==> src/rtl/flash_cmd_defines.svh <==
`ifndef FLASH_CMD_DEFINES_SVH
`define FLASH_CMD_DEFINES_SVH

// ****************************************
// Register offsets (16-bit word addresses)
// ****************************************
`define OFS_COPYBACK_DEST     16'hF103
`define OFS_RSVD_FIVE         16'hF104
`define OFS_RSVD_SIX          16'hF105
`define OFS_RSVD_SEVEN        16'hF106
`define OFS_START_PAGE_SECTOR 16'hF107
`define OFS_BUFFER_SELECT     16'hF200
`define OFS_COMMAND           16'hF220
`define OFS_OP_STATUS         16'hF230
`define OFS_IRQ_STATUS        16'hF231
`define OFS_IRQ_MASK          16'hF232

// ****************************************
// Field positions
// ****************************************
`define SECTOR_LSB  0
`define SECTOR_MSB  1
`define PAGE_LSB    2
`define PAGE_MSB    7
`define BUF_COUNT_LSB 0
`define BUF_COUNT_MSB 1
`define BUF_ADDR_LSB  8
`define BUF_ADDR_MSB  11

// ****************************************
// Reset values
// ****************************************
`define RST_REG16   16'h0000
`define RST_IRQ     3'h0

// ****************************************
// Command codes
// ****************************************
`define CMD_LOAD_MAIN     16'h0000
`define CMD_LOAD_SPARE    16'h0013
`define CMD_PROG_ALL      16'h0080
`define CMD_PROG_SPARE    16'h001A
`define CMD_COPYBACK      16'h001B
`define CMD_UNLOCK        16'h0023
`define CMD_LOCK          16'h002A
`define CMD_LOCK_TIGHT    16'h002C
`define CMD_ERASE_VERIFY  16'h0071
`define CMD_BLOCK_ERASE   16'h0094
`define CMD_MULTI_ERASE   16'h0095
`define CMD_ERASE_SUSPEND 16'h00B0
`define CMD_ERASE_RESUME  16'h0030
`define CMD_CORE_RESET    16'h00F0
`define CMD_HOT_RESET     16'h00F3
`define CMD_OTP_ACCESS    16'h0065

// ****************************************
// Timing
// ****************************************
`define CLK_PERIOD_NS     50
`define SECTOR_TIME_NS    800
`define SECTOR_CYCLES     ((`SECTOR_TIME_NS + `CLK_PERIOD_NS - 1) / `CLK_PERIOD_NS)
`define SHORT_OP_NS       200
`define SHORT_OP_CYCLES   ((`SHORT_OP_NS + `CLK_PERIOD_NS - 1) / `CLK_PERIOD_NS)

`endif

==> src/rtl/flash_cmd_pkg.sv <==
package flash_cmd_pkg;

   typedef enum logic [3:0] {
      ST_IDLE  = 4'b0001,
      ST_XFER  = 4'b0010,
      ST_SHORT = 4'b0100,
      ST_DONE  = 4'b1000
   } op_state_t;

   typedef enum logic [2:0] {
      OP_NONE  = 3'h0,
      OP_XFER  = 3'h1,
      OP_ABORT = 3'h2,
      OP_PROT  = 3'h3,
      OP_OTHER = 3'h4
   } op_class_t;

endpackage : flash_cmd_pkg

==> src/rtl/flash_command_address_regs.sv <==
// The plain strobed port is this design's own decision.
`timescale 1ns/1ps
`default_nettype none
`include "flash_cmd_defines.svh"

module flash_command_address_regs
   import flash_cmd_pkg::*;
(
   input  wire logic        ref_clk_i,       // 20 MHz clock
   input  wire logic        sys_rst_i,       // Sync reset, active high
   input  wire logic [15:0] addr_i,          // Register word address
   input  wire logic [15:0] wdata_i,         // Write data
   input  wire logic        wr_i,            // Write strobe
   input  wire logic        rd_i,            // Read strobe
   output logic      [15:0] rdata_o,         // Read data, cycle after strobe
   output logic             irq_o,           // Level interrupt
   output logic             ready_o,         // Ready indication (1 = ready)
   output logic             busy_o,          // Operation in progress
   output logic             core_reset_o,    // Pulse: core reset
   output logic             buf_active_o,    // Buffer sector access valid
   output logic             buf_boot_sel_o,  // 1 = boot RAM, 0 = data RAM
   output logic             buf_half_o,      // Data RAM half
   output logic      [1:0]  buf_sector_o     // Sector inside selected RAM
);

   // ****************************************
   // Registers
   // ****************************************
   logic [5:0]  copyback_page;
   logic [1:0]  copyback_sector;
   logic [5:0]  start_page;
   logic [1:0]  start_sector;
   logic [3:0]  buffer_sector_address;
   logic [1:0]  buffer_sector_count;
   logic [15:0] command;
   logic        ready;
   logic [2:0]  irq_status;
   logic [2:0]  irq_mask;
   op_state_t   state;
   op_class_t   op_class;
   logic [4:0]  cyc_cnt;
   logic [2:0]  sectors_left;
   logic [1:0]  step_sector;
   logic        hot_reset;

   // ****************************************
   // Address decode
   // ****************************************
   wire hit_copyback = (addr_i == `OFS_COPYBACK_DEST);
   wire hit_start    = (addr_i == `OFS_START_PAGE_SECTOR);
   wire hit_buffer   = (addr_i == `OFS_BUFFER_SELECT);
   wire hit_command  = (addr_i == `OFS_COMMAND);
   wire hit_status   = (addr_i == `OFS_OP_STATUS);
   wire hit_irq_st   = (addr_i == `OFS_IRQ_STATUS);
   wire hit_irq_mask = (addr_i == `OFS_IRQ_MASK);

   wire wr_copyback  = wr_i & hit_copyback;
   wire wr_start     = wr_i & hit_start;
   wire wr_buffer    = wr_i & hit_buffer;
   wire wr_command   = wr_i & hit_command;
   wire wr_status    = wr_i & hit_status;
   wire wr_irq_st    = wr_i & hit_irq_st;
   wire wr_irq_mask  = wr_i & hit_irq_mask;

   // ****************************************
   // Command classification
   // ****************************************
   wire [15:0] c = wdata_i;
   wire is_xfer = (c == `CMD_LOAD_MAIN) | (c == `CMD_LOAD_SPARE)
                | (c == `CMD_PROG_ALL) | (c == `CMD_PROG_SPARE)
                | (c == `CMD_COPYBACK);
   wire is_prot = (c == `CMD_UNLOCK) | (c == `CMD_LOCK)
                | (c == `CMD_LOCK_TIGHT);
   wire is_long = (c == `CMD_ERASE_VERIFY) | (c == `CMD_BLOCK_ERASE)
                | (c == `CMD_MULTI_ERASE) | (c == `CMD_ERASE_RESUME)
                | (c == `CMD_OTP_ACCESS);
   wire is_susp = (c == `CMD_ERASE_SUSPEND);
   wire is_core = (c == `CMD_CORE_RESET);
   wire is_hot  = (c == `CMD_HOT_RESET);
   wire is_known = is_xfer | is_prot | is_long | is_susp | is_core | is_hot;

   // Abortable ops accept only the two reset codes; others accept nothing
   wire op_idle     = (state == ST_IDLE) | (state == ST_DONE);
   wire abortable   = (op_class == OP_XFER) | (op_class == OP_OTHER);
   wire abort_ok    = abortable & (is_core | is_hot);
   wire cmd_take    = wr_command & is_known & (op_idle | (~op_idle & abort_ok));
   wire cmd_reject  = wr_command & ~cmd_take;
   wire take_hot    = cmd_take & is_hot;
   wire take_core   = cmd_take & is_core;
   wire take_xfer   = cmd_take & is_xfer;
   wire take_plain  = cmd_take & (is_prot | is_long | is_susp);

   // Sector count 00 means four
   wire [2:0] count_sectors = (buffer_sector_count == 2'h0) ? 3'h4
                            : {1'b0, buffer_sector_count};

   wire [4:0] sector_cycles = 5'(`SECTOR_CYCLES);
   wire [4:0] short_cycles  = 5'(`SHORT_OP_CYCLES);
   wire       cnt_done      = (cyc_cnt == 5'h01);
   wire       last_sector   = (sectors_left == 3'h1);
   wire       op_finish     = ((state == ST_XFER) & cnt_done & last_sector)
                            | ((state == ST_SHORT) & cnt_done);

   // ****************************************
   // Interrupt events: done, reject, core reset
   // ****************************************
   wire [2:0] irq_event = {take_core, cmd_reject, op_finish};
   wire [2:0] next_irq_status = irq_event
                              | (irq_status & ~(wr_irq_st ? wdata_i[2:0] : 3'h0));

   // ****************************************
   // Read mux
   // ****************************************
   wire [15:0] rd_copyback = {8'h00, copyback_page, copyback_sector};
   wire [15:0] rd_start    = {8'h00, start_page, start_sector};
   wire [15:0] rd_buffer   = {4'h0, buffer_sector_address, 6'h00, buffer_sector_count};
   wire [15:0] rd_status   = {14'h0000, busy_o, ready};
   wire [15:0] next_rdata  = hit_copyback ? rd_copyback
                           : hit_start    ? rd_start
                           : hit_buffer   ? rd_buffer
                           : hit_command  ? command
                           : hit_status   ? rd_status
                           : hit_irq_st   ? {13'h0000, irq_status}
                           : hit_irq_mask ? {13'h0000, irq_mask}
                           : 16'h0000;

   wire soft_rst = sys_rst_i | hot_reset;

   // ****************************************
   // Address registers
   // ****************************************
   always_ff @(posedge ref_clk_i) begin
      if (soft_rst) begin
         copyback_page   <= 6'h00;
         copyback_sector <= 2'h0;
      end else if (wr_copyback) begin
         copyback_page   <= wdata_i[`PAGE_MSB:`PAGE_LSB];
         copyback_sector <= wdata_i[`SECTOR_MSB:`SECTOR_LSB];
      end
   end

   always_ff @(posedge ref_clk_i) begin
      if (soft_rst) begin
         start_page   <= 6'h00;
         start_sector <= 2'h0;
      end else if (wr_start) begin
         start_page   <= wdata_i[`PAGE_MSB:`PAGE_LSB];
         start_sector <= wdata_i[`SECTOR_MSB:`SECTOR_LSB];
      end
   end

   always_ff @(posedge ref_clk_i) begin
      if (soft_rst) begin
         buffer_sector_address <= 4'h0;
         buffer_sector_count   <= 2'h0;
      end else if (wr_buffer) begin
         buffer_sector_address <= wdata_i[`BUF_ADDR_MSB:`BUF_ADDR_LSB];
         buffer_sector_count   <= wdata_i[`BUF_COUNT_MSB:`BUF_COUNT_LSB];
      end
   end

   always_ff @(posedge ref_clk_i) begin
      if (soft_rst) begin
         command <= `RST_REG16;
      end else if (cmd_take) begin
         command <= wdata_i;
      end
   end

   // ****************************************
   // Ready indication
   // ****************************************
   // Host clears to busy before writing a command; finish sets ready again
   always_ff @(posedge ref_clk_i) begin
      if (soft_rst) begin
         ready <= 1'b1;
      end else if (op_finish) begin
         ready <= 1'b1;
      end else if (wr_status & ~wdata_i[0]) begin
         ready <= 1'b0;
      end
   end

   always_ff @(posedge ref_clk_i) begin
      if (soft_rst) begin
         irq_status <= `RST_IRQ;
         irq_mask   <= `RST_IRQ;
      end else begin
         irq_status <= next_irq_status;
         if (wr_irq_mask) begin
            irq_mask <= wdata_i[2:0];
         end
      end
   end

   always_ff @(posedge ref_clk_i) begin
      if (sys_rst_i) begin
         hot_reset <= 1'b0;
      end else begin
         hot_reset <= take_hot;
      end
   end

   // ****************************************
   // Operation sequencer
   // ****************************************
   always_ff @(posedge ref_clk_i) begin
      if (soft_rst) begin
         state        <= ST_IDLE;
         op_class     <= OP_NONE;
         cyc_cnt      <= 5'h00;
         sectors_left <= 3'h0;
         step_sector  <= 2'h0;
      end else if (take_core) begin
         state    <= ST_SHORT;
         op_class <= OP_ABORT;
         cyc_cnt  <= short_cycles;
      end else if (take_xfer) begin
         state        <= ST_XFER;
         op_class     <= OP_XFER;
         cyc_cnt      <= sector_cycles;
         sectors_left <= count_sectors;
         step_sector  <= buffer_sector_address[1:0];
      end else if (take_plain) begin
         state    <= ST_SHORT;
         op_class <= (is_long) ? OP_OTHER : OP_PROT;
         cyc_cnt  <= short_cycles;
      end else begin
         case (state)
            ST_IDLE: begin
               state <= ST_IDLE;
            end
            ST_XFER: begin
               if (cnt_done) begin
                  if (last_sector) begin
                     state <= ST_DONE;
                  end else begin
                     sectors_left <= sectors_left - 3'h1;
                     step_sector  <= step_sector + 2'h1;
                     cyc_cnt      <= sector_cycles;
                  end
               end else begin
                  cyc_cnt <= cyc_cnt - 5'h01;
               end
            end
            ST_SHORT: begin
               if (cnt_done) begin
                  state <= ST_DONE;
               end else begin
                  cyc_cnt <= cyc_cnt - 5'h01;
               end
            end
            ST_DONE: begin
               state    <= ST_IDLE;
               op_class <= OP_NONE;
            end
            default: begin
               state <= ST_IDLE;
            end
         endcase
      end
   end

   // ****************************************
   // Registered outputs
   // ****************************************
   wire next_buf_active = (state == ST_XFER);
   // Boot RAM has two sectors, so only bit 0 matters there
   wire [1:0] next_buf_sector = buffer_sector_address[3] ? {1'b0, step_sector[0]}
                                                         : step_sector;

   always_ff @(posedge ref_clk_i) begin
      if (sys_rst_i) begin
         rdata_o        <= 16'h0000;
         irq_o          <= 1'b0;
         ready_o        <= 1'b1;
         busy_o         <= 1'b0;
         core_reset_o   <= 1'b0;
         buf_active_o   <= 1'b0;
         buf_boot_sel_o <= 1'b0;
         buf_half_o     <= 1'b0;
         buf_sector_o   <= 2'h0;
      end else begin
         rdata_o        <= rd_i ? next_rdata : 16'h0000;
         irq_o          <= |(next_irq_status & irq_mask);
         ready_o        <= ready;
         busy_o         <= ~op_idle;
         core_reset_o   <= take_core | take_hot;
         buf_active_o   <= next_buf_active;
         buf_boot_sel_o <= buffer_sector_address[3];
         buf_half_o     <= buffer_sector_address[2];
         buf_sector_o   <= next_buf_sector;
      end
   end

endmodule : flash_command_address_regs
`default_nettype wire
==> config.mk <==
export PLATFORM = sky130hd
export DESIGN_NAME = flash_command_address_regs
export DESIGN_NICKNAME = d
export VERILOG_FILES = /design/src/rtl/flash_cmd_pkg.sv /design/src/rtl/flash_command_address_regs.sv
export VERILOG_INCLUDE_DIRS = /design/src /design/src/rtl
export SDC_FILE = /design/constraint.sdc
export NUM_CORES = 1
export LEC_CHECK = 0
export BUFFER_PORTS_ARGS = -buffer_cell sky130_fd_sc_hd__buf_4
export CORE_MARGIN = 10
export CORE_UTILIZATION = 51
export CTS_CLUSTER_SIZE = 10
export DETAILED_ROUTE_END_ITERATION = 7
export PLACE_DENSITY = 0.75
export SETUP_SLACK_MARGIN = 0.2
export SLEW_MARGIN = 5
export SYNTH_ARGS = -nofsm -noshare
export SYNTH_HDL_FRONTEND = slang
export SYNTH_SLANG_ARGS = --single-unit
==> constraint.sdc <==
create_clock -name ref_clk_i -period 2.85 [get_ports ref_clk_i]
set_input_delay 0.7125 -clock ref_clk_i [delete_from_list [all_inputs] [get_ports ref_clk_i]]
set_output_delay 0.7125 -clock ref_clk_i [all_outputs]
set_load 0.005 [all_outputs]
==> reports/metrics.cfg, run 1 <==
[logic_synthesis]
yosys.area.top_type = dfxtp_1
ys_seq_area_share_pct = 42.6
async_flop_share_pct = 0
synth_flop_cell = dfxtp_1
netlist_top_cells_count = 88 x dfxtp_1, 51 x nand2_1, 41 x nor2_1
synth_area_mm2 = 0.00414
syn_nets = 520
synth_most_common_cell = dfxtp_1
yosysWarnings = 0
synth_edf_count = 0
ys_types = 61
synthTopCellsByArea = dfxtp_1 43%, nand2_1 4.6%, a21oi_1 4.5%, mux2i_1 4.4%, nand3_1 3.9%
synthDominantCellAreaShare_pct = 42.6
ys_ff_latch = 88
avgSynthCellArea_um2 = 8.63
synth_cells = 480

[clock_tree]
cts.sink_count = 88
numCtsBuffers = 9
clk_latency_ps = 360
cts_buffer_depth = 2
cts-root-buf = clkbuf_8
cts_tree = built
cts_hold_buf = 0
htree_levels = 3
clkTransAtPathRegs_ps = 100

[finish]
final_cell_count_no_fill = 662
antenna_cells = 0
layout-drive-gt1-share_pct = 23.4
syn_to_final_growth_pct = 21.7
final_nets = 595

[route]
drt-pass1-iter-count = 5
vias_per_cell = 5.93
wl_per_cell_um = 17.4
drc_errors = 0
vias = 3927
drt_iter0_markers = 318
antenna_left = 0
wl_mm = 11.6

[power_and_ir_drop]
power_density_mw_per_mm2 = 434
ir_drop_mv = 0.271
p_leak_nw = 1.93
power.total_mw = 2.19

[min_path]
hp-class = reg2reg
hold_start = start_page[0]
holdPathEnd = start_page[0]
hold_depth = 2

[critical_path]
rrSetupSlack_ps = 470
worstSetupEndpointType = flop
crit_arrival_ps = 2800
cp.required_ps = 3100
rr_endpoint = cyc_cnt[2]
slowest_delay_ps = 460
cp_max_fo = 8
slowest_stage = and3_1
path_class = in2reg
r2r_cells = 7
path_cells = buf_4 > or3_4 > or3_1 > nor4_4 > and3_1 > mux2i_1 > o21ai_0
start_kind = input port
r2r_start = cyc_cnt[0]

[sta]
finalWorstSetupSlack_ps = 308
slew_viol_final = 0
rsz0062_at_grt = no
relSlewSlack_pct = 57.1
final_hold_viol_count = 0
min_period_ps = 2540
setup_viol = 0
clock_skew_ps = 11.7
min_period_over_period_pct = 89.2
finalSetupTns_ps = 0
worstMarginPinSlew_ps = 638
clock.fmax_mhz = 393

[placement]
io_buffers = 60
post-place-ws_ps = -171
hpwlAfterDp_mm = 8.51
placed_cells = 645
gp_congestion = 0.898

[floorplan]
placeableCoreArea_mm2 = 0.00781
num_io_pins = 61
initial_core_util_pct = 53.0
fp.dieH_um = 110
rows = 32
dieArea_mm2 = 0.0121
die_w_um = 110

[global_routing]
grt-ovfl-total = 0
grt_pass1_wl_mm = 18.5
grt_pass1_vias = 3805
grt_use_total_pct = 18.8
antenna_found_initial = 0
grt_max_degree = 37

[outcome]
status = completed

[job]
drv_cap = 0

sequential cells by signal, summed over array words and instances (netlist names), 4 cells and up:
| name | flops |
|---|---|
| buffer_sector_address | 4 |
| command | 16 |
| copyback_page | 6 |
| cyc_cnt | 5 |
| rdata_o | 16 |
| start_page | 6 |
| state | 4 |
metrics by stage:
| step | util (%) | hold WS (ps) | cell area (um^2) |
|---|---|---|---|
| 2_1_floorplan | - | 431 | 4160 |
| 3_3_place_gp | 61.9 | 438 | 4830 |
| 3_5_place_dp | 61.9 | 445 | 4830 |
| 4_1_cts | 64.2 | 459 | 5010 |
| 5_1_grt | 64.5 | 476 | 5040 |
| 6_report | 64.5 | 457 | 5040 |
kinds of logic after synthesis:
kind of cell / Yosys count / share of synthesized area [%]
buffers and inverters: 41 / 4.38
adder cells (fa/ha/maj): 4 / 1.21
flip-flops: 88 / 42.6
multiplexers: 18 / 4.35
AO/OA/AOI/OAI: 101 / 17.3
AND/OR/NAND/NOR: 222 / 28.9
XOR/XNOR: 6 / 1.27
layer usage:
| metal | routed length (um) | vias to the layer above | part of all wire [%] | GRT usage, % |
|---|---|---|---|---|
| li1 | - | 1898 | - | - |
| met1 | 5110 | 1856 | 44 | 24.5 |
| met3 | 887 | 23 | 7.7 | 3.48 |
| met2 | 5250 | 150 | 45 | 29.4 |
| met5 | 0 | - | 0 | 0 |
| met4 | 308 | 0 | 2.7 | 9.27 |
cell type report:
cell class,count,area [um^2]
Sequential cell,88,1760
Clock buffer,9,124
Timing Repair Buffer,93,711
Clock inverter,7,55.1
Inverter,12,45.0
Multi-Input combinational cell,351,2210
Fill cell,681,2770
Tap cell,102,128
timing repair:
action / 4_1_cts / 5_1_grt
setup buffers: 0 / 1
setup endpoints to repair: 0 / 5
resized for setup: 0 / 1
hold endpoints to repair: 0 / 0
cells in the final DEF (no fill, tap or decap), drive strengths merged, types with 3 or more instances in the layout:
cell,count
a22oi,7
mux2i,18
clkinv,4
or4,4
a21oi,39
o31ai,3
o31a,3
or3,4
and3,13
nand2b,8
nand2,51
a211oi,3
nor4,12
nor3b,5
nor2b,11
dfxtp,88
o21ai,12
ha,4
or2,5
inv,14
o311ai,4
xor2,4
nand3,32
nor3,13
nor4bb,3
a222oi,6
nand4,9
nand3b,4
clkbuf,9
nor2,41
buf,93
worst max-delay path: cells and delay by family:
kind            cells  cell delay (ps)
compound gates      1               90
simple gates        4             1620
mux                 1              260
buf+inv             1              110
how the worst max path moves through the flow:
stage               from         endpoint  slack (ps)
2_1_floorplan  addr_i[7]      op_class[0]         100
3_3_place_gp   addr_i[7]  sectors_left[2]        -130
3_5_place_dp   addr_i[7]  sectors_left[2]        -170
4_1_cts        addr_i[7]  sectors_left[2]         210
5_1_grt        addr_i[7]       rdata_o[0]         200
6_report       addr_i[7]  sectors_left[1]         310
report_power, final:
part | total, mW | switching, mW | internal [mW]
Sequential | 1.23 | 0.00000253 | 1.23
Clock | 0.810 | 0.484 | 0.326
Combinational | 0.150 | 0.0891 | 0.0606
Total | 2.19 | 0.573 | 1.62
Power figures use the tool's default switching activity.
==> run 2, diff against run 1 <==
--- a/config.mk
+++ b/config.mk
@@ -6,9 +6,11 @@
 export SDC_FILE = /design/constraint.sdc
 export NUM_CORES = 1
 export LEC_CHECK = 0
+export ABC_AREA = 1
 export BUFFER_PORTS_ARGS = -buffer_cell sky130_fd_sc_hd__buf_4
 export CORE_MARGIN = 10
 export CORE_UTILIZATION = 51
+export CTS_CLUSTER_DIAMETER = 200
 export CTS_CLUSTER_SIZE = 10
 export DETAILED_ROUTE_END_ITERATION = 7
 export PLACE_DENSITY = 0.75
==> run 2 against run 1 <==
Compared with the run above: register-to-register slack better by 330 ps; first-iteration DRC count is 45% lower; global-route usage is 1.5 points lower; combinational power is 10% lower; count of clock-buffer cells in the layout is 1 higher; synthesized cell count is 22% higher; flip-flop and latch count stayed put; area after synthesis is 0.97% higher; fmax is 14% higher; wire length is 6.9% lower; cell count is 14% higher.
==> reports/metrics.cfg, run 2 <==
[power_and_ir_drop]
power_density_mw_per_mm2 = 439  ; +1.1%
power.total_mw = 2.16  ; -1.4%
ir_drop_mv = 0.295  ; +8.8%
p_leak_nw = 2.26  ; +17%

[logic_synthesis]
yosysWarnings = 0  ; unchanged
synth_edf_count = 0  ; unchanged
synthDominantCellAreaShare_pct = 42.1  ; -0.41 points
ys_seq_area_share_pct = 42.1  ; -0.41 points
async_flop_share_pct = 0  ; unchanged
synth_area_mm2 = 0.00418  ; +0.97%
ys_types = 42  ; -31%
syn_nets = 626  ; +20%
synth_cells = 586  ; +22%
synthTopCellsByArea = dfxtp_1 42%, nand2_1 9.4%, inv_1 7.4%, o21ai_0 6.2%, nor2_1 6.1%
synth_flop_cell = dfxtp_1
ys_ff_latch = 88  ; unchanged
synth_most_common_cell = nand2_1
avgSynthCellArea_um2 = 7.13  ; -17%
netlist_top_cells_count = 105 x nand2_1, 88 x dfxtp_1, 82 x inv_1
yosys.area.top_type = dfxtp_1

[sta]
clock_skew_ps = 7.58  ; -4.13 ps
rsz0062_at_grt = no
finalSetupTns_ps = 0  ; unchanged
relSlewSlack_pct = 58.6  ; +1.4 points
clock.fmax_mhz = 447  ; +14%
min_period_over_period_pct = 78.5  ; -11 points
slew_viol_final = 0  ; unchanged
worstMarginPinSlew_ps = 622  ; -16.4 ps
min_period_ps = 2240  ; -303 ps
final_hold_viol_count = 0  ; unchanged
setup_viol = 0  ; unchanged
finalWorstSetupSlack_ps = 612  ; +303 ps
timing.hold.ws_ps = 434  ; -23.1 ps

[finish]
fillerInstances = 736  ; +8.1%
layout-drive-gt1-share_pct = 18.2  ; -5.2 points
final_common_cell = nand2_1
antenna_cells = 0  ; unchanged
syn_to_final_growth_pct = 17.5
final_nets = 689  ; +16%
final_cell_count_no_fill = 756  ; +14%
largest_registers = command x16, rdata_o x16
final_cell_mix = 105 x nand2_1, 88 x dfxtp_1, 82 x inv_1, 67 x nor2_1, 66 x buf_4

[placement]
post-place-ws_ps = 239  ; +410 ps
hpwlAfterDp_mm = 8.43  ; -0.94%
placed_cells = 740  ; +15%
io_buffers = 60  ; unchanged
gp_congestion = 0.894  ; -0.47%

[route]
drc_errors = 0  ; unchanged
top_layer = met4
wl_per_cell_um = 14.2  ; -18%
wl_met3_um = 659  ; -26%
antenna_left = 0  ; unchanged
drt-pass1-iter-count = 4  ; -1
wl_met1_mm = 4.88  ; -4.5%
wl_mm = 10.8  ; -6.9%
vias_per_cell = 5.22  ; -12%
met2_length_mm = 4.99  ; -4.8%
drt_iter0_markers = 174  ; -45%
vias = 3943  ; +0.41%

[floorplan]
initial_core_util_pct = 53.3  ; +0.24 points
rows = 32  ; unchanged
placeableCoreArea_mm2 = 0.00785  ; +0.51%
num_io_pins = 61  ; unchanged
fp.dieH_um = 111  ; +0.40%
dieArea_mm2 = 0.0122  ; +0.79%
die_w_um = 111  ; +0.40%

[clock_tree]
cts_buffer_depth = 2  ; unchanged
cts.sink_count = 88  ; unchanged
htree_levels = 3  ; unchanged
cts-root-buf = clkbuf_8
clkTransAtPathRegs_ps = 90  ; about the same
cts_tree = built
cts_setup_buffers = 0  ; unchanged
cts_hold_buf = 0  ; unchanged
numCtsBuffers = 9  ; unchanged
cts_resized = 0  ; unchanged
clk_latency_ps = 360  ; about the same

[global_routing]
grt_max_degree = 20  ; -46%
antenna_found_initial = 0  ; unchanged
grt_pass1_vias = 3872  ; +1.8%
grt_pass1_wl_mm = 18.2  ; -1.7%
grt_use_total_pct = 17.3  ; -1.5 points
grt-ovfl-total = 0  ; unchanged

[critical_path]
worstSetupEndpointType = flop
path_class = in2reg
cp.required_ps = 3150  ; +50 ps
cp_max_fo = 16  ; +8
crit_arrival_ps = 2540  ; -260 ps
start_kind = input port

[job]
drv_cap = 0  ; unchanged

[outcome]
status = completed

[min_path]
hp-class = reg2reg

==> run 2: critical path: stages <==
cell and delay [ps]:
buf_4 110, nor2_1 130, nand2_1 140, nor2_4 250, nand4_1 200, a21oi_4 290, nand2_2 230, inv_2 240
o21ai_0 110, a21oi_1 110
==> run 2: path summary, 6_finish.rpt <==
check	start	end	slack (ps)	cells after the start
setup / recovery	addr_i[7]	command[0]	610	10
hold / removal	command[14]	rdata_o[14]	430	2
setup reg to reg	state[1]	command[0]	800	9
hold reg to reg	command[14]	rdata_o[14]	430	2
==> run 2: cell families after synthesis <==
group | after synthesis | share of synthesized area (%)
fa+ha+maj | 4 | 1.20
simple gates | 264 | 29.9
xor+xnor | 4 | 0.838
flops | 88 | 42.1
compound gates | 122 | 16.0
buf+inv | 104 | 9.94
==> run 2: layer usage <==
| layer | global-route usage, % | vias up |
|---|---|---|
| met5 | 0 | - |
| li1 | - | 2030 |
| met2 | 28.3 | 102 |
| met3 | 5.02 | 17 |
| met4 | 6.22 | 0 |
| met1 | 21.1 | 1794 |
==> run 2: layout make-up <==
type	instances	area (um^2)	area share [%]
multi-input cells	394	2010	40.8
well taps	102	128	2.60
clock buffers	10	128	2.60
repair buffers	66	495	10.1
flip-flops and latches	88	1760	35.9
inverters	90	338	6.88
clock inverters	6	57.6	1.17
==> run 2: per-stage QoR <==
stage | area, um^2 | utilization, %
final | 4910 | 62.6
after global routing | 4910 | 62.6
after CTS | 4910 | 62.6
after detailed placement | 4730 | 60.3
after global placement | 4730 | 60.3
after floorplan | 4180 | -
==> run 2: where the power goes <==
group,internal (mW),total (mW),leakage (nW),switching [mW]
registers,1.23,1.23,0.708,0.00000321
clock network,0.328,0.794,0.0854,0.466
logic,0.0525,0.135,1.47,0.0826
==> run 3, diff against run 2 <==
--- a/config.mk
+++ b/config.mk
@@ -9,11 +9,11 @@
 export ABC_AREA = 1
 export BUFFER_PORTS_ARGS = -buffer_cell sky130_fd_sc_hd__buf_4
 export CORE_MARGIN = 10
-export CORE_UTILIZATION = 51
+export CORE_UTILIZATION = 57
 export CTS_CLUSTER_DIAMETER = 200
 export CTS_CLUSTER_SIZE = 10
 export DETAILED_ROUTE_END_ITERATION = 7
-export PLACE_DENSITY = 0.75
+export PLACE_DENSITY = 0.8
 export SETUP_SLACK_MARGIN = 0.2
 export SLEW_MARGIN = 5
 export SYNTH_ARGS = -nofsm -noshare
==> constraint.sdc (replaced) <==
create_clock -name ref_clk_i -period 2.35 [get_ports ref_clk_i]
set_input_delay 0.5875 -clock ref_clk_i [delete_from_list [all_inputs] [get_ports ref_clk_i]]
set_output_delay 0.5875 -clock ref_clk_i [all_outputs]
set_load 0.005 [all_outputs]
==> run 3 against run 2 <==
Compared with the run above: sequential share of layout area down 0.87 points; utilization up 7.6 points; hold slack lost 2.6 ps; clock skew grew 2.4 ps; global-route usage rose by 1.7 points; setup slack got worse by 240 ps; first-iteration DRC count rose by 33%; power rose by 22%; clock power grew 23%; cell area increased by 2.5%; largest power group unchanged; highest routed layer unchanged.
==> reports/metrics.cfg, run 3 (synthesized netlist as in run 2, its figures left out) <==
[critical_path]
slowest_stage = nor2_4
path_cells = buf_4 > nor2_1 > nand2_1 > nor2_4 > nand2_1 > a21oi_2 > nor2_2 > nand2_2 > nand3_2 > nand2_2 > inv_2 > nand2_4 > nand2_1 > nand2_1 > nor2_1
start_kind = input port
cp_max_fo = 8  ; -8
cpMostUsedCell = nand2_1
path_class = in2reg
crit_arrival_ps = 2250  ; -290 ps
slowest_delay_ps = 200  ; -90 ps
r2r_cells = 12  ; +3
worstSetupEndpointType = flop
cp.required_ps = 2620  ; -530 ps

[finish]
layout-drive-gt1-share_pct = 20.3  ; +2.1 points
seq_area_mm2 = 0.00176  ; unchanged
final_cell_count_no_fill = 769  ; +1.7%
final_nets = 705  ; +2.3%
fin_util_pct = 70.2  ; +7.6 points
final_common_cell = nand2_1
final_cell_mix = 105 x nand2_1, 88 x dfxtp_1, 82 x inv_1, 82 x buf_4, 67 x nor2_1
fillerInstances = 608  ; -17%
multi_input_area_mm2 = 0.00202  ; +0.56%
antenna_cells = 0  ; unchanged
largest_registers = command x16, rdata_o x16
syn_to_final_growth_pct = 20.5

[clock_tree]
numCtsBuffers = 9  ; unchanged
cts.sink_count = 88  ; unchanged
clkTransAtPathRegs_ps = 90  ; about the same
htree_levels = 3  ; unchanged
cts_tree = built
clk_latency_ps = 370  ; about the same
cts_buffer_depth = 2  ; unchanged
cts-root-buf = clkbuf_8
cts_hold_buf = 0  ; unchanged

[power_and_ir_drop]
intPower_mw = 1.96  ; +22%
pwr-share-seq_pct = 56.5  ; -0.4 points
clockPowerShare_pct = 37.1  ; +0.3 points
p_sw_mw = 0.679  ; +24%
ir_drop_mv = 0.350  ; +19%
power_density_mw_per_mm2 = 523  ; +19%
swShare_pct = 25.8  ; +0.34 points
pwr-share-comb_pct = 6.4  ; about the same
p_leak_nw = 2.34  ; +3.5%

[floorplan]
die_w_um = 106  ; -4.4%
dieArea_mm2 = 0.0112  ; -8.7%
fp.dieH_um = 106  ; -4.4%
num_io_pins = 61  ; unchanged
placeableCoreArea_mm2 = 0.00718  ; -8.6%
initial_core_util_pct = 58.3  ; +5.0 points
rows = 31  ; -3.1%

[sta]
slew_viol_final = 0  ; unchanged
min_period_over_period_pct = 84.2
clock_skew_ps = 9.94  ; +2.36 ps
clock.fmax_mhz = 505
min_period_ps = 1980
setup_viol = 0  ; unchanged
timing.hold.ws_ps = 431  ; -2.63 ps
final_hold_viol_count = 0  ; unchanged
rsz0062_at_grt = no
worstMarginPinSlew_ps = 557  ; -64.3 ps
finalSetupTns_ps = 0  ; unchanged
relSlewSlack_pct = 62.8  ; +4.3 points

[route]
vias_per_cell = 5.28  ; +1.2%
drc_errors = 0  ; unchanged
wl_per_cell_um = 13.8  ; -2.7%
drt_iter0_markers = 231  ; +33%
vias = 4060  ; +3.0%
drt-pass1-iter-count = 5  ; +1
antenna_left = 0  ; unchanged
wl_mm = 10.6  ; -1.0%

[global_routing]
grt_use_total_pct = 19.0  ; +1.7 points
grt_pass1_wl_mm = 17.6  ; -3.2%
met3_usage_pct = 5.18  ; +0.15 points
met2_usage_pct = 31.5  ; +3.2 points
grt_max_degree = 32  ; +60%
grt-ovfl-total = 0  ; unchanged
grt_most_used_layer = met2
grt_pass1_vias = 3852  ; -0.52%
grt.met1_usage_pct = 22.6  ; +1.6 points
antenna_found_initial = 0  ; unchanged

[placement]
io_buffers = 60  ; unchanged
placed_cells = 753  ; +1.8%
gp_congestion = 0.915  ; +2.4%
hpwlAfterDp_mm = 8.18  ; -2.9%

[outcome]
status = completed

[min_path]
hp-class = reg2reg
hold_depth = 2  ; unchanged

[job]
drv_cap = 0  ; unchanged

## run 3: cell types whose count changed in the layout (fill, tap and decap cells not counted), sizes merged
cell    before  now
buf         66   82
clkinv       5    3
inv         89   91
## run 3: per-layer routing
metal,vias up,share of wire [%]
met1,1804,45
met4,0,2.1
li1,2068,-
met2,162,46
met3,26,7.0
met5,-,0
## run 3: worst max-delay path, delay by kind of cell
kind            cells  cell delay, ps
compound gates      1             190
buf+inv             2             170
simple gates       12            1300
## run 3: layout make-up
class                           count  share of cell area [%]
Multi-Input combinational cell    394                    40.0
Sequential cell                    88                    35.0
Timing Repair Buffer               82                    12.2
Inverter                           90                    6.71
Clock buffer                       10                    2.53
Tap cell                           99                    2.46
Clock inverter                      6                    1.04
## run 3: power by group through the flow
stage               Sequential (mW)  Combinational, mW  Clock [mW]
global placement               1.52              0.163           0
CTS                            1.49              0.167       0.987
finish                         1.49              0.168       0.977
floorplan                      1.52             0.0757           0
detailed placement             1.52              0.166           0
global route                   1.49              0.185        1.04
## run 3: per-stage QoR
stage | total power, mW | worst slack [ps] | instance area [um^2]
after floorplan | 1.60 | 293 | 4180
after global placement | 1.69 | 58.5 | 4840
after detailed placement | 1.69 | 10.5 | 4840
after CTS | 2.64 | 386 | 5020
after global routing | 2.72 | 168 | 5040
final | 2.63 | 371 | 5040
## run 3: timing repair
action	4_1_cts	5_1_grt
gates resized for setup	0	2
setup buffers	0	0
endpoints found under the setup margin	0	7
## run 3: path summary, 6_finish.rpt
check / startpoint / slack (ps) / to
setup reg to reg: state[1] / 440 / sectors_left[1]
setup / recovery: wdata_i[10] / 370 / sectors_left[1]
hold reg to reg: command[14] / 430 / rdata_o[14]
hold / removal: command[14] / 430 / rdata_o[14]
